### config.mk
export PLATFORM = sky130hd
export DESIGN_NAME = but_timer
export DESIGN_NICKNAME = d
export VERILOG_FILES = /design/src/verilog/but_pkg.sv /design/src/verilog/but_prescaler.sv /design/src/verilog/but_axil_slave.sv /design/src/verilog/but_timer.sv
export VERILOG_INCLUDE_DIRS = /design/src /design/src/verilog
export SDC_FILE = /design/constraint.sdc
export NUM_CORES = 1
export LEC_CHECK = 0
export BUFFER_PORTS_ARGS = -buffer_cell sky130_fd_sc_hd__buf_2
export CAP_MARGIN = 5
export CORE_MARGIN = 3
export CORE_UTILIZATION = 54
export CTS_BUF_LIST = sky130_fd_sc_hd__clkbuf_16
export CTS_CLUSTER_DIAMETER = 100
export DETAILED_ROUTE_END_ITERATION = 8
export GPL_ROUTABILITY_DRIVEN = 0
export PLACE_DENSITY = 0.79
export RECOVER_POWER = 50
export SKIP_LAST_GASP = 1
export SYNTH_ARGS = -nofsm -noshare
export SYNTH_HDL_FRONTEND = slang
export SYNTH_HIERARCHICAL = 1
export SYNTH_SLANG_ARGS = --single-unit
### constraint.sdc
create_clock -name CLOCK_I -period 3.3 [get_ports CLOCK_I]
set_input_delay 0.33 -clock CLOCK_I [delete_from_list [all_inputs] [get_ports CLOCK_I]]
set_output_delay 0.33 -clock CLOCK_I [all_outputs]
set_load 0.05 [all_outputs]
### src/verilog/but_regs.svh
// Register offsets, field positions and reset values of the basic timer
`ifndef BUT_REGS_SVH
`define BUT_REGS_SVH
`define BUT_OFS_CTL0 12'h000
`define BUT_OFS_CTL1 12'h004
`define BUT_OFS_IE 12'h00c
`define BUT_OFS_FLG 12'h010
`define BUT_OFS_SWE 12'h014
`define BUT_OFS_CNT 12'h024
`define BUT_OFS_PRESCALE 12'h028
`define BUT_OFS_CAR 12'h02c
`define BUT_CTL0_RUN 0
`define BUT_CTL0_INHIBIT 1
`define BUT_CTL0_SOURCE 2
`define BUT_CTL0_ONE_SHOT 3
`define BUT_CTL0_RELOAD_BUF 7
`define BUT_CTL1_MMC_LO 4
`define BUT_CTL1_MMC_HI 6
`define BUT_IE_IRQ_EN 0
`define BUT_IE_DMA_EN 8
`define BUT_FLG_UPDATE 0
`define BUT_SWE_FUP 0
`define BUT_RST_BIT 1'b0
`define BUT_RST_CNT 16'h0000
`define BUT_RST_MMC 3'h0
`define BUT_WSTRB_FULL 4'hf
`define BUT_RESP_OKAY 2'h0
`define BUT_RESP_SLVERR 2'h2
`endif

### src/verilog/but_pkg.sv
// Types shared by the basic timer modules
package but_pkg;
  typedef logic [11:0] but_addr_t;
  typedef logic [15:0] but_cnt_t;
  typedef logic [31:0] but_word_t;
  typedef enum logic [2:0] {
    BUT_MMC_RESET = 3'h0,
    BUT_MMC_START = 3'h1,
    BUT_MMC_UPDATE = 3'h2
  } but_mmc_t;
endpackage : but_pkg

### src/verilog/but_prescaler.sv
// Prescaler counter with its shadow divisor
`timescale 1ns/1ps
`include "but_regs.svh"
module but_prescaler
  import but_pkg::*;
(
  input logic clk_i,
  input logic rst_b_i,
  input logic run_i,
  input logic clear_i,
  input logic load_i,
  input but_cnt_t value_i,
  output logic tick_o
);
  but_cnt_t pcnt_r, pcnt_nxt;
  but_cnt_t shadow_r, shadow_nxt;

  always_comb begin
    pcnt_nxt = pcnt_r;
    shadow_nxt = shadow_r;
    if (load_i) begin
      shadow_nxt = value_i;
    end
    if (clear_i) begin
      pcnt_nxt = `BUT_RST_CNT;
    end else if (run_i) begin
      pcnt_nxt = (pcnt_r == shadow_r) ? `BUT_RST_CNT : pcnt_r + 16'h0001;
    end
  end

  // One tick every shadow+1 clocks while running
  assign tick_o = run_i && !clear_i && (pcnt_r == shadow_r);

  always_ff @(posedge clk_i) begin
    if (!rst_b_i) begin
      pcnt_r <= `BUT_RST_CNT;
      shadow_r <= `BUT_RST_CNT;
    end else begin
      pcnt_r <= pcnt_nxt;
      shadow_r <= shadow_nxt;
    end
  end
endmodule : but_prescaler

### src/verilog/but_axil_slave.sv
// AXI4-Lite slave front end for the timer registers
`timescale 1ns/1ps
`include "but_regs.svh"
module but_axil_slave
  import but_pkg::*;
(
  input logic clk_i,
  input logic rst_b_i,
  input logic awvalid_i,
  output logic awready_o,
  input but_addr_t awaddr_i,
  input logic wvalid_i,
  output logic wready_o,
  input but_word_t wdata_i,
  input logic [3:0] wstrb_i,
  output logic bvalid_o,
  input logic bready_i,
  output logic [1:0] bresp_o,
  input logic arvalid_i,
  output logic arready_o,
  output logic rvalid_o,
  input logic rready_i,
  output but_word_t rdata_o,
  output logic [1:0] rresp_o,
  output logic wr_en_o,
  output but_addr_t wr_addr_o,
  output but_word_t wr_data_o,
  input logic wr_err_i,
  input but_word_t rd_data_i,
  input logic rd_err_i
);
  logic aw_full_r, aw_full_nxt, w_full_r, w_full_nxt;
  logic awready_r, awready_nxt, wready_r, wready_nxt;
  logic bvalid_r, bvalid_nxt, arready_r, arready_nxt;
  logic rvalid_r, rvalid_nxt, fire;
  logic [1:0] bresp_r, bresp_nxt, rresp_r, rresp_nxt;
  logic [3:0] wstrb_r, wstrb_nxt;
  but_addr_t awaddr_r, awaddr_nxt;
  but_word_t wdata_r, wdata_nxt, rdata_r, rdata_nxt;
  logic full_word;

  assign fire = aw_full_r && w_full_r && !bvalid_r;
  assign full_word = (wstrb_r == `BUT_WSTRB_FULL);

  always_comb begin
    aw_full_nxt = aw_full_r;
    w_full_nxt = w_full_r;
    awaddr_nxt = awaddr_r;
    wdata_nxt = wdata_r;
    wstrb_nxt = wstrb_r;
    bvalid_nxt = bvalid_r;
    bresp_nxt = bresp_r;
    arready_nxt = arready_r;
    rvalid_nxt = rvalid_r;
    rdata_nxt = rdata_r;
    rresp_nxt = rresp_r;
    if (awvalid_i && awready_r) begin
      aw_full_nxt = 1'b1;
      awaddr_nxt = awaddr_i;
    end
    if (wvalid_i && wready_r) begin
      w_full_nxt = 1'b1;
      wdata_nxt = wdata_i;
      wstrb_nxt = wstrb_i;
    end
    if (fire) begin
      aw_full_nxt = 1'b0;
      w_full_nxt = 1'b0;
      bvalid_nxt = 1'b1;
      // Partial words are refused, not merged
      bresp_nxt = (wr_err_i || !full_word) ? `BUT_RESP_SLVERR : `BUT_RESP_OKAY;
    end
    if (bvalid_r && bready_i) begin
      bvalid_nxt = 1'b0;
    end
    if (arvalid_i && arready_r) begin
      arready_nxt = 1'b0;
      rvalid_nxt = 1'b1;
      rdata_nxt = rd_data_i;
      rresp_nxt = rd_err_i ? `BUT_RESP_SLVERR : `BUT_RESP_OKAY;
    end
    if (rvalid_r && rready_i) begin
      rvalid_nxt = 1'b0;
      arready_nxt = 1'b1;
    end
    awready_nxt = !aw_full_nxt;
    wready_nxt = !w_full_nxt;
  end

  always_ff @(posedge clk_i) begin
    if (!rst_b_i) begin
      aw_full_r <= 1'b0;
      w_full_r <= 1'b0;
      awready_r <= 1'b1;
      wready_r <= 1'b1;
      awaddr_r <= 12'h000;
      wdata_r <= 32'h00000000;
      wstrb_r <= 4'h0;
      bvalid_r <= 1'b0;
      bresp_r <= `BUT_RESP_OKAY;
      arready_r <= 1'b1;
      rvalid_r <= 1'b0;
      rdata_r <= 32'h00000000;
      rresp_r <= `BUT_RESP_OKAY;
    end else begin
      aw_full_r <= aw_full_nxt;
      w_full_r <= w_full_nxt;
      awready_r <= awready_nxt;
      wready_r <= wready_nxt;
      awaddr_r <= awaddr_nxt;
      wdata_r <= wdata_nxt;
      wstrb_r <= wstrb_nxt;
      bvalid_r <= bvalid_nxt;
      bresp_r <= bresp_nxt;
      arready_r <= arready_nxt;
      rvalid_r <= rvalid_nxt;
      rdata_r <= rdata_nxt;
      rresp_r <= rresp_nxt;
    end
  end

  assign awready_o = awready_r;
  assign wready_o = wready_r;
  assign bvalid_o = bvalid_r;
  assign bresp_o = bresp_r;
  assign arready_o = arready_r;
  assign rvalid_o = rvalid_r;
  assign rdata_o = rdata_r;
  assign rresp_o = rresp_r;
  assign wr_en_o = fire && full_word;
  assign wr_addr_o = awaddr_r;
  assign wr_data_o = wdata_r;
endmodule : but_axil_slave

### src/verilog/but_timer.sv
// Basic 16-bit up-counting timer with AXI4-Lite registers
`timescale 1ns/1ps
`include "but_regs.svh"
module but_timer
  import but_pkg::*;
(
  input logic CLOCK_I,
  input logic RST_B_I,
  input logic AWVALID_I,
  output logic AWREADY_O,
  input but_addr_t AWADDR_I,
  input logic WVALID_I,
  output logic WREADY_O,
  input but_word_t WDATA_I,
  input logic [3:0] WSTRB_I,
  output logic BVALID_O,
  input logic BREADY_I,
  output logic [1:0] BRESP_O,
  input logic ARVALID_I,
  output logic ARREADY_O,
  input but_addr_t ARADDR_I,
  output logic RVALID_O,
  input logic RREADY_I,
  output but_word_t RDATA_O,
  output logic [1:0] RRESP_O,
  output logic TRIGGER_OUT_O,
  output logic IRQ_O,
  output logic DMA_REQ_O
);
  // Control bits
  logic counter_run_enable_r, counter_run_enable_nxt;
  logic update_inhibit_r, update_inhibit_nxt;
  logic update_source_select_r, update_source_select_nxt;
  logic one_shot_mode_r, one_shot_mode_nxt;
  logic reload_buffer_enable_r, reload_buffer_enable_nxt;
  logic [2:0] mmc_r, mmc_nxt;
  logic update_irq_enable_r, update_irq_enable_nxt;
  logic update_dma_enable_r, update_dma_enable_nxt;

  // Data registers
  but_cnt_t count_field_r, count_field_nxt;
  but_cnt_t prescale_field_r, prescale_field_nxt;
  but_cnt_t reload_field_r, reload_field_nxt;
  but_cnt_t reload_shadow_r, reload_shadow_nxt;

  // Status and outputs
  logic update_flag_r, update_flag_nxt;
  logic trigger_r, trigger_nxt;
  logic irq_r, irq_nxt;
  logic dma_r, dma_nxt;

  // Bus side
  logic wr_en;
  but_addr_t wr_addr;
  but_word_t wr_data;
  but_word_t rd_data;
  logic wr_err, rd_err;
  logic wr_control_zero, wr_control_one, wr_irq_dma_enable, wr_event_flags;
  logic wr_software_event, wr_count_value, wr_prescale_divisor, wr_reload_limit;

  // Events
  logic tick;
  logic force_update;
  logic overflow;
  logic update_event;
  logic update_qual;
  logic start_event;
  but_cnt_t reload_active;

  function automatic logic is_mapped(input but_addr_t addr);
    logic hit;
    hit = 1'b0;
    if (addr == `BUT_OFS_CTL0) begin
      hit = 1'b1;
    end else if (addr == `BUT_OFS_CTL1) begin
      hit = 1'b1;
    end else if (addr == `BUT_OFS_IE) begin
      hit = 1'b1;
    end else if (addr == `BUT_OFS_FLG) begin
      hit = 1'b1;
    end else if (addr == `BUT_OFS_SWE) begin
      hit = 1'b1;
    end else if (addr == `BUT_OFS_CNT) begin
      hit = 1'b1;
    end else if (addr == `BUT_OFS_PRESCALE) begin
      hit = 1'b1;
    end else if (addr == `BUT_OFS_CAR) begin
      hit = 1'b1;
    end
    return hit;
  endfunction : is_mapped

  but_axil_slave u_bus (
    .clk_i(CLOCK_I),
    .rst_b_i(RST_B_I),
    .awvalid_i(AWVALID_I),
    .awready_o(AWREADY_O),
    .awaddr_i(AWADDR_I),
    .wvalid_i(WVALID_I),
    .wready_o(WREADY_O),
    .wdata_i(WDATA_I),
    .wstrb_i(WSTRB_I),
    .bvalid_o(BVALID_O),
    .bready_i(BREADY_I),
    .bresp_o(BRESP_O),
    .arvalid_i(ARVALID_I),
    .arready_o(ARREADY_O),
    .rvalid_o(RVALID_O),
    .rready_i(RREADY_I),
    .rdata_o(RDATA_O),
    .rresp_o(RRESP_O),
    .wr_en_o(wr_en),
    .wr_addr_o(wr_addr),
    .wr_data_o(wr_data),
    .wr_err_i(wr_err),
    .rd_data_i(rd_data),
    .rd_err_i(rd_err)
  );

  assign wr_err = !is_mapped(wr_addr);
  assign rd_err = !is_mapped(ARADDR_I);

  // Write selects decoded once; a refused write selects nothing
  always_comb begin
    wr_control_zero = 1'b0;
    wr_control_one = 1'b0;
    wr_irq_dma_enable = 1'b0;
    wr_event_flags = 1'b0;
    wr_software_event = 1'b0;
    wr_count_value = 1'b0;
    wr_prescale_divisor = 1'b0;
    wr_reload_limit = 1'b0;
    if (wr_en) begin
      if (wr_addr == `BUT_OFS_CTL0) begin
        wr_control_zero = 1'b1;
      end else if (wr_addr == `BUT_OFS_CTL1) begin
        wr_control_one = 1'b1;
      end else if (wr_addr == `BUT_OFS_IE) begin
        wr_irq_dma_enable = 1'b1;
      end else if (wr_addr == `BUT_OFS_FLG) begin
        wr_event_flags = 1'b1;
      end else if (wr_addr == `BUT_OFS_SWE) begin
        wr_software_event = 1'b1;
      end else if (wr_addr == `BUT_OFS_CNT) begin
        wr_count_value = 1'b1;
      end else if (wr_addr == `BUT_OFS_PRESCALE) begin
        wr_prescale_divisor = 1'b1;
      end else if (wr_addr == `BUT_OFS_CAR) begin
        wr_reload_limit = 1'b1;
      end
    end
  end

  // Read mux; reserved bits read zero
  always_comb begin
    rd_data = 32'h00000000;
    if (ARADDR_I == `BUT_OFS_CTL0) begin
      rd_data[`BUT_CTL0_RUN] = counter_run_enable_r;
      rd_data[`BUT_CTL0_INHIBIT] = update_inhibit_r;
      rd_data[`BUT_CTL0_SOURCE] = update_source_select_r;
      rd_data[`BUT_CTL0_ONE_SHOT] = one_shot_mode_r;
      rd_data[`BUT_CTL0_RELOAD_BUF] = reload_buffer_enable_r;
    end else if (ARADDR_I == `BUT_OFS_CTL1) begin
      rd_data[`BUT_CTL1_MMC_HI:`BUT_CTL1_MMC_LO] = mmc_r;
    end else if (ARADDR_I == `BUT_OFS_IE) begin
      rd_data[`BUT_IE_IRQ_EN] = update_irq_enable_r;
      rd_data[`BUT_IE_DMA_EN] = update_dma_enable_r;
    end else if (ARADDR_I == `BUT_OFS_FLG) begin
      rd_data[`BUT_FLG_UPDATE] = update_flag_r;
    end else if (ARADDR_I == `BUT_OFS_CNT) begin
      rd_data[15:0] = count_field_r;
    end else if (ARADDR_I == `BUT_OFS_PRESCALE) begin
      rd_data[15:0] = prescale_field_r;
    end else if (ARADDR_I == `BUT_OFS_CAR) begin
      rd_data[15:0] = reload_field_r;
    end
  end

  // Force-update is a pulse; nothing stores it, so it always reads zero
  assign force_update = wr_software_event && wr_data[`BUT_SWE_FUP];

  but_prescaler u_prescale (
    .clk_i(CLOCK_I),
    .rst_b_i(RST_B_I),
    .run_i(counter_run_enable_r),
    .clear_i(force_update),
    .load_i(update_event),
    .value_i(prescale_field_r),
    .tick_o(tick)
  );

  assign reload_active = reload_buffer_enable_r ? reload_shadow_r : reload_field_r;

  // A count write in the same cycle takes precedence over a tick
  assign overflow = tick && !force_update && !wr_count_value && (count_field_r == reload_active);
  assign update_event = (overflow || force_update) && !update_inhibit_r;
  // Update source select keeps forced updates off the flag and DMA
  assign update_qual = update_event && (!update_source_select_r || overflow);
  assign start_event = wr_control_zero && wr_data[`BUT_CTL0_RUN] && !counter_run_enable_r;

  // Control registers
  always_comb begin
    counter_run_enable_nxt = counter_run_enable_r;
    update_inhibit_nxt = update_inhibit_r;
    update_source_select_nxt = update_source_select_r;
    one_shot_mode_nxt = one_shot_mode_r;
    reload_buffer_enable_nxt = reload_buffer_enable_r;
    mmc_nxt = mmc_r;
    update_irq_enable_nxt = update_irq_enable_r;
    update_dma_enable_nxt = update_dma_enable_r;
    if (wr_control_zero) begin
      counter_run_enable_nxt = wr_data[`BUT_CTL0_RUN];
      update_inhibit_nxt = wr_data[`BUT_CTL0_INHIBIT];
      update_source_select_nxt = wr_data[`BUT_CTL0_SOURCE];
      one_shot_mode_nxt = wr_data[`BUT_CTL0_ONE_SHOT];
      reload_buffer_enable_nxt = wr_data[`BUT_CTL0_RELOAD_BUF];
    end
    if (wr_control_one) begin
      mmc_nxt = wr_data[`BUT_CTL1_MMC_HI:`BUT_CTL1_MMC_LO];
    end
    if (wr_irq_dma_enable) begin
      update_irq_enable_nxt = wr_data[`BUT_IE_IRQ_EN];
      update_dma_enable_nxt = wr_data[`BUT_IE_DMA_EN];
    end
    // Hardware stop wins over a simultaneous software write
    if (one_shot_mode_r && update_event) begin
      counter_run_enable_nxt = 1'b0;
    end
  end

  always_ff @(posedge CLOCK_I) begin
    if (!RST_B_I) begin
      counter_run_enable_r <= `BUT_RST_BIT;
      update_inhibit_r <= `BUT_RST_BIT;
      update_source_select_r <= `BUT_RST_BIT;
      one_shot_mode_r <= `BUT_RST_BIT;
      reload_buffer_enable_r <= `BUT_RST_BIT;
      mmc_r <= `BUT_RST_MMC;
      update_irq_enable_r <= `BUT_RST_BIT;
      update_dma_enable_r <= `BUT_RST_BIT;
    end else begin
      counter_run_enable_r <= counter_run_enable_nxt;
      update_inhibit_r <= update_inhibit_nxt;
      update_source_select_r <= update_source_select_nxt;
      one_shot_mode_r <= one_shot_mode_nxt;
      reload_buffer_enable_r <= reload_buffer_enable_nxt;
      mmc_r <= mmc_nxt;
      update_irq_enable_r <= update_irq_enable_nxt;
      update_dma_enable_r <= update_dma_enable_nxt;
    end
  end

  // Counter and data registers
  always_comb begin
    count_field_nxt = count_field_r;
    prescale_field_nxt = prescale_field_r;
    reload_field_nxt = reload_field_r;
    reload_shadow_nxt = reload_shadow_r;
    if (wr_prescale_divisor) begin
      prescale_field_nxt = wr_data[15:0];
    end
    if (wr_reload_limit) begin
      reload_field_nxt = wr_data[15:0];
    end
    if (force_update) begin
      count_field_nxt = `BUT_RST_CNT;
    end else if (wr_count_value) begin
      count_field_nxt = wr_data[15:0];
    end else if (overflow) begin
      count_field_nxt = `BUT_RST_CNT;
    end else if (tick) begin
      count_field_nxt = count_field_r + 16'h0001;
    end
    // Shadow copy takes the limit in force before this cycle's write
    if (update_event) begin
      reload_shadow_nxt = reload_field_r;
    end
  end

  always_ff @(posedge CLOCK_I) begin
    if (!RST_B_I) begin
      count_field_r <= `BUT_RST_CNT;
      prescale_field_r <= `BUT_RST_CNT;
      reload_field_r <= `BUT_RST_CNT;
      reload_shadow_r <= `BUT_RST_CNT;
    end else begin
      count_field_r <= count_field_nxt;
      prescale_field_r <= prescale_field_nxt;
      reload_field_r <= reload_field_nxt;
      reload_shadow_r <= reload_shadow_nxt;
    end
  end

  // Flag, interrupt level and output pulses
  always_comb begin
    update_flag_nxt = update_flag_r;
    if (wr_event_flags && !wr_data[`BUT_FLG_UPDATE]) begin
      update_flag_nxt = 1'b0;
    end
    // Set after clear so a coincident event is not lost
    if (update_qual) begin
      update_flag_nxt = 1'b1;
    end
    irq_nxt = update_flag_nxt && update_irq_enable_nxt;
    dma_nxt = update_qual && update_dma_enable_r;
    case (mmc_r)
      BUT_MMC_RESET: begin
        trigger_nxt = force_update;
      end
      BUT_MMC_START: begin
        trigger_nxt = start_event;
      end
      BUT_MMC_UPDATE: begin
        trigger_nxt = update_event;
      end
      default: begin
        trigger_nxt = 1'b0;
      end
    endcase
  end

  always_ff @(posedge CLOCK_I) begin
    if (!RST_B_I) begin
      update_flag_r <= `BUT_RST_BIT;
      irq_r <= `BUT_RST_BIT;
      dma_r <= `BUT_RST_BIT;
      trigger_r <= `BUT_RST_BIT;
    end else begin
      update_flag_r <= update_flag_nxt;
      irq_r <= irq_nxt;
      dma_r <= dma_nxt;
      trigger_r <= trigger_nxt;
    end
  end

  assign IRQ_O = irq_r;
  assign DMA_REQ_O = dma_r;
  assign TRIGGER_OUT_O = trigger_r;
endmodule : but_timer

==> qor.yml <==
antenna_found_initial: 0
syn_area_um2: 9210
status: "finished, violations left"
num_rows: 47
wirelength_um: 23400
critPathRequiredTime_ps: 3620
grt_max_degree: 57
cts_setup_buffers: 0
rsz0062_at_grt: "no"
cts.sinks: 183
fin_tns_setup_ps: 0
insertion_delay_ps: 430
grt_usage: 0.250
core_um2: 16600
area_growth_pct: 10.1
path_clk_slew_ps: 70
slew_viol_final: 110
yosys_warnings: 6
cap_violations: 2
timing.final.crit_share: 0.917
ant_nets: 0
drt_iter0_markers: 768
hpwl_um: 16400
cts_tree: "yes"
io_pins: 111
p_leak_nw: 3.66
routed_via_density: 5.61
placed_area_um2: 9760
post-route-cell-area_um2: 10100
grt_pass1_vias: 7107
ctsHtreeMaxLevel: 4
finClkSkew_ps: 9.67
overflow: 0
cts.root.buffer_cell: "clkbuf_16"
avgSynthCellArea_um2: 8.83
failed_checks: "max-capacitance violations, max-slew violations"
drt-wirelength-per-cell_um: 17.3
start_util: 0.553
die_h_um: 137
io_buffer_count: 92
critical_path.max_fanout: 16
numCtsBuffers: 17
final-hold-violation-count: 0
peakVddDrop_uv: 466
worstMarginPinSlew_ps: 2010
powerDensity_nw_per_um2: 463
n_antenna_cell: 0
worstHoldPathType: "in2reg"
grt_pass1_wl_um: 36500
drt-pass1-iter-count: 5
vias: 7575
clock_path_buffers: 2
setup_viol: 0
chipWidth_um: 137
final_core_utilization: 0.609
max-slew-margin-rel: -0.343
drc: 0
synth_cells: 1042
drive_gt1_frac: 0.118
die_area_um2: 18600
start_kind: "flop"
num-nets-final: 1187
path_class: "reg2reg"
critPathArrivalTime_ps: 3350
critPathCaptureType: "flop"
fmax_mhz: 330
min_period_ps: 3030
==> repair_timing <==
item	4_1_cts	5_1_grt
gates resized for setup	0	1
setup endpoints to repair	0	14
hold buffers	0	0
==> critical path: stages, from the launching register on <==
cell	delay, ps
dfxtp_1	340
xor2_1	170
nor4_1	290
nand2_1	150
or3_1	420
nor3_2	350
o21ai_0	270
o41ai_2	390
buf_12	230
mux2i_1	230
nor2b_1	60
==> flip-flops by register name, indices dropped and copies added (netlist names), 3 cells and up <==
name / cells
reload_shadow_r: 16
mmc_r: 3
u_bus/wstrb_r: 4
u_bus/rdata_o: 32
u_bus/wr_addr_o: 12
u_prescale/pcnt_r: 16
u_bus/wr_data_o: 16
prescale_field_r: 16
count_field_r: 16
u_prescale/shadow_r: 16
reload_field_r: 16
==> cell type report <==
type | count | area [µm²]
Clock buffer | 17 | 425
Inverter | 8 | 30.0
Fill cell | 1487 | 6510
Sequential cell | 183 | 3660
Multi-Input combinational cell | 785 | 4920
Timing Repair Buffer | 123 | 643
Tap cell | 220 | 275
Clock inverter | 15 | 176
==> through the flow <==
stage	cells	hold WS (ps)	total power, mW	worst slack (ps)
2_1_floorplan	1058	424	2.61	100
3_3_place_gp	1319	442	2.68	256
3_5_place_dp	1319	445	2.68	209
4_1_cts	1351	106	4.74	174
5_1_grt	1351	131	4.85	118
6_report	1351	122	4.69	272
==> path summary, 6_finish.rpt <==
path / slack [ps] / depth (start not counted) / from / end
setup / recovery: 270 / 10 / u_prescale/pcnt_r[10] / u_prescale/shadow_r[6]
setup reg to reg: 270 / 10 / u_prescale/pcnt_r[10] / u_prescale/shadow_r[6]
hold / removal: 120 / 3 / RREADY_I / u_bus/arready_o
hold reg to reg: 460 / 2 / u_bus/rdata_o[9] / u_bus/rdata_o[9]
==> cell usage in the layout, fill, tap and decap left out, types with 26 or more instances in the layout <==
cell	n
a21boi_0	74
a21oi_1	26
buf_2	49
buf_4	27
clkbuf_1	44
dfxtp_1	183
mux2i_1	100
nand2_1	228
nand3_1	26
nor2_1	50
nor2b_1	43
xnor2_1	38
==> power by group <==
group          switching, mW  leakage (nW)  internal (mW)
clock                  0.884         0.295           1.19
combinational          0.211          1.88         0.0985
sequential            0.0473          1.48           2.25
total                   1.14          3.66           3.55
==> metal layers <==
layer,part of all wire,vias to the layer above,global-route usage
li1,-,3690,-
met1,0.44,3579,0.336
met2,0.46,270,0.396
met3,0.069,36,0.0496
met4,0.025,0,0.0935
met5,0,-,0
Power figures use the tool's default switching activity.
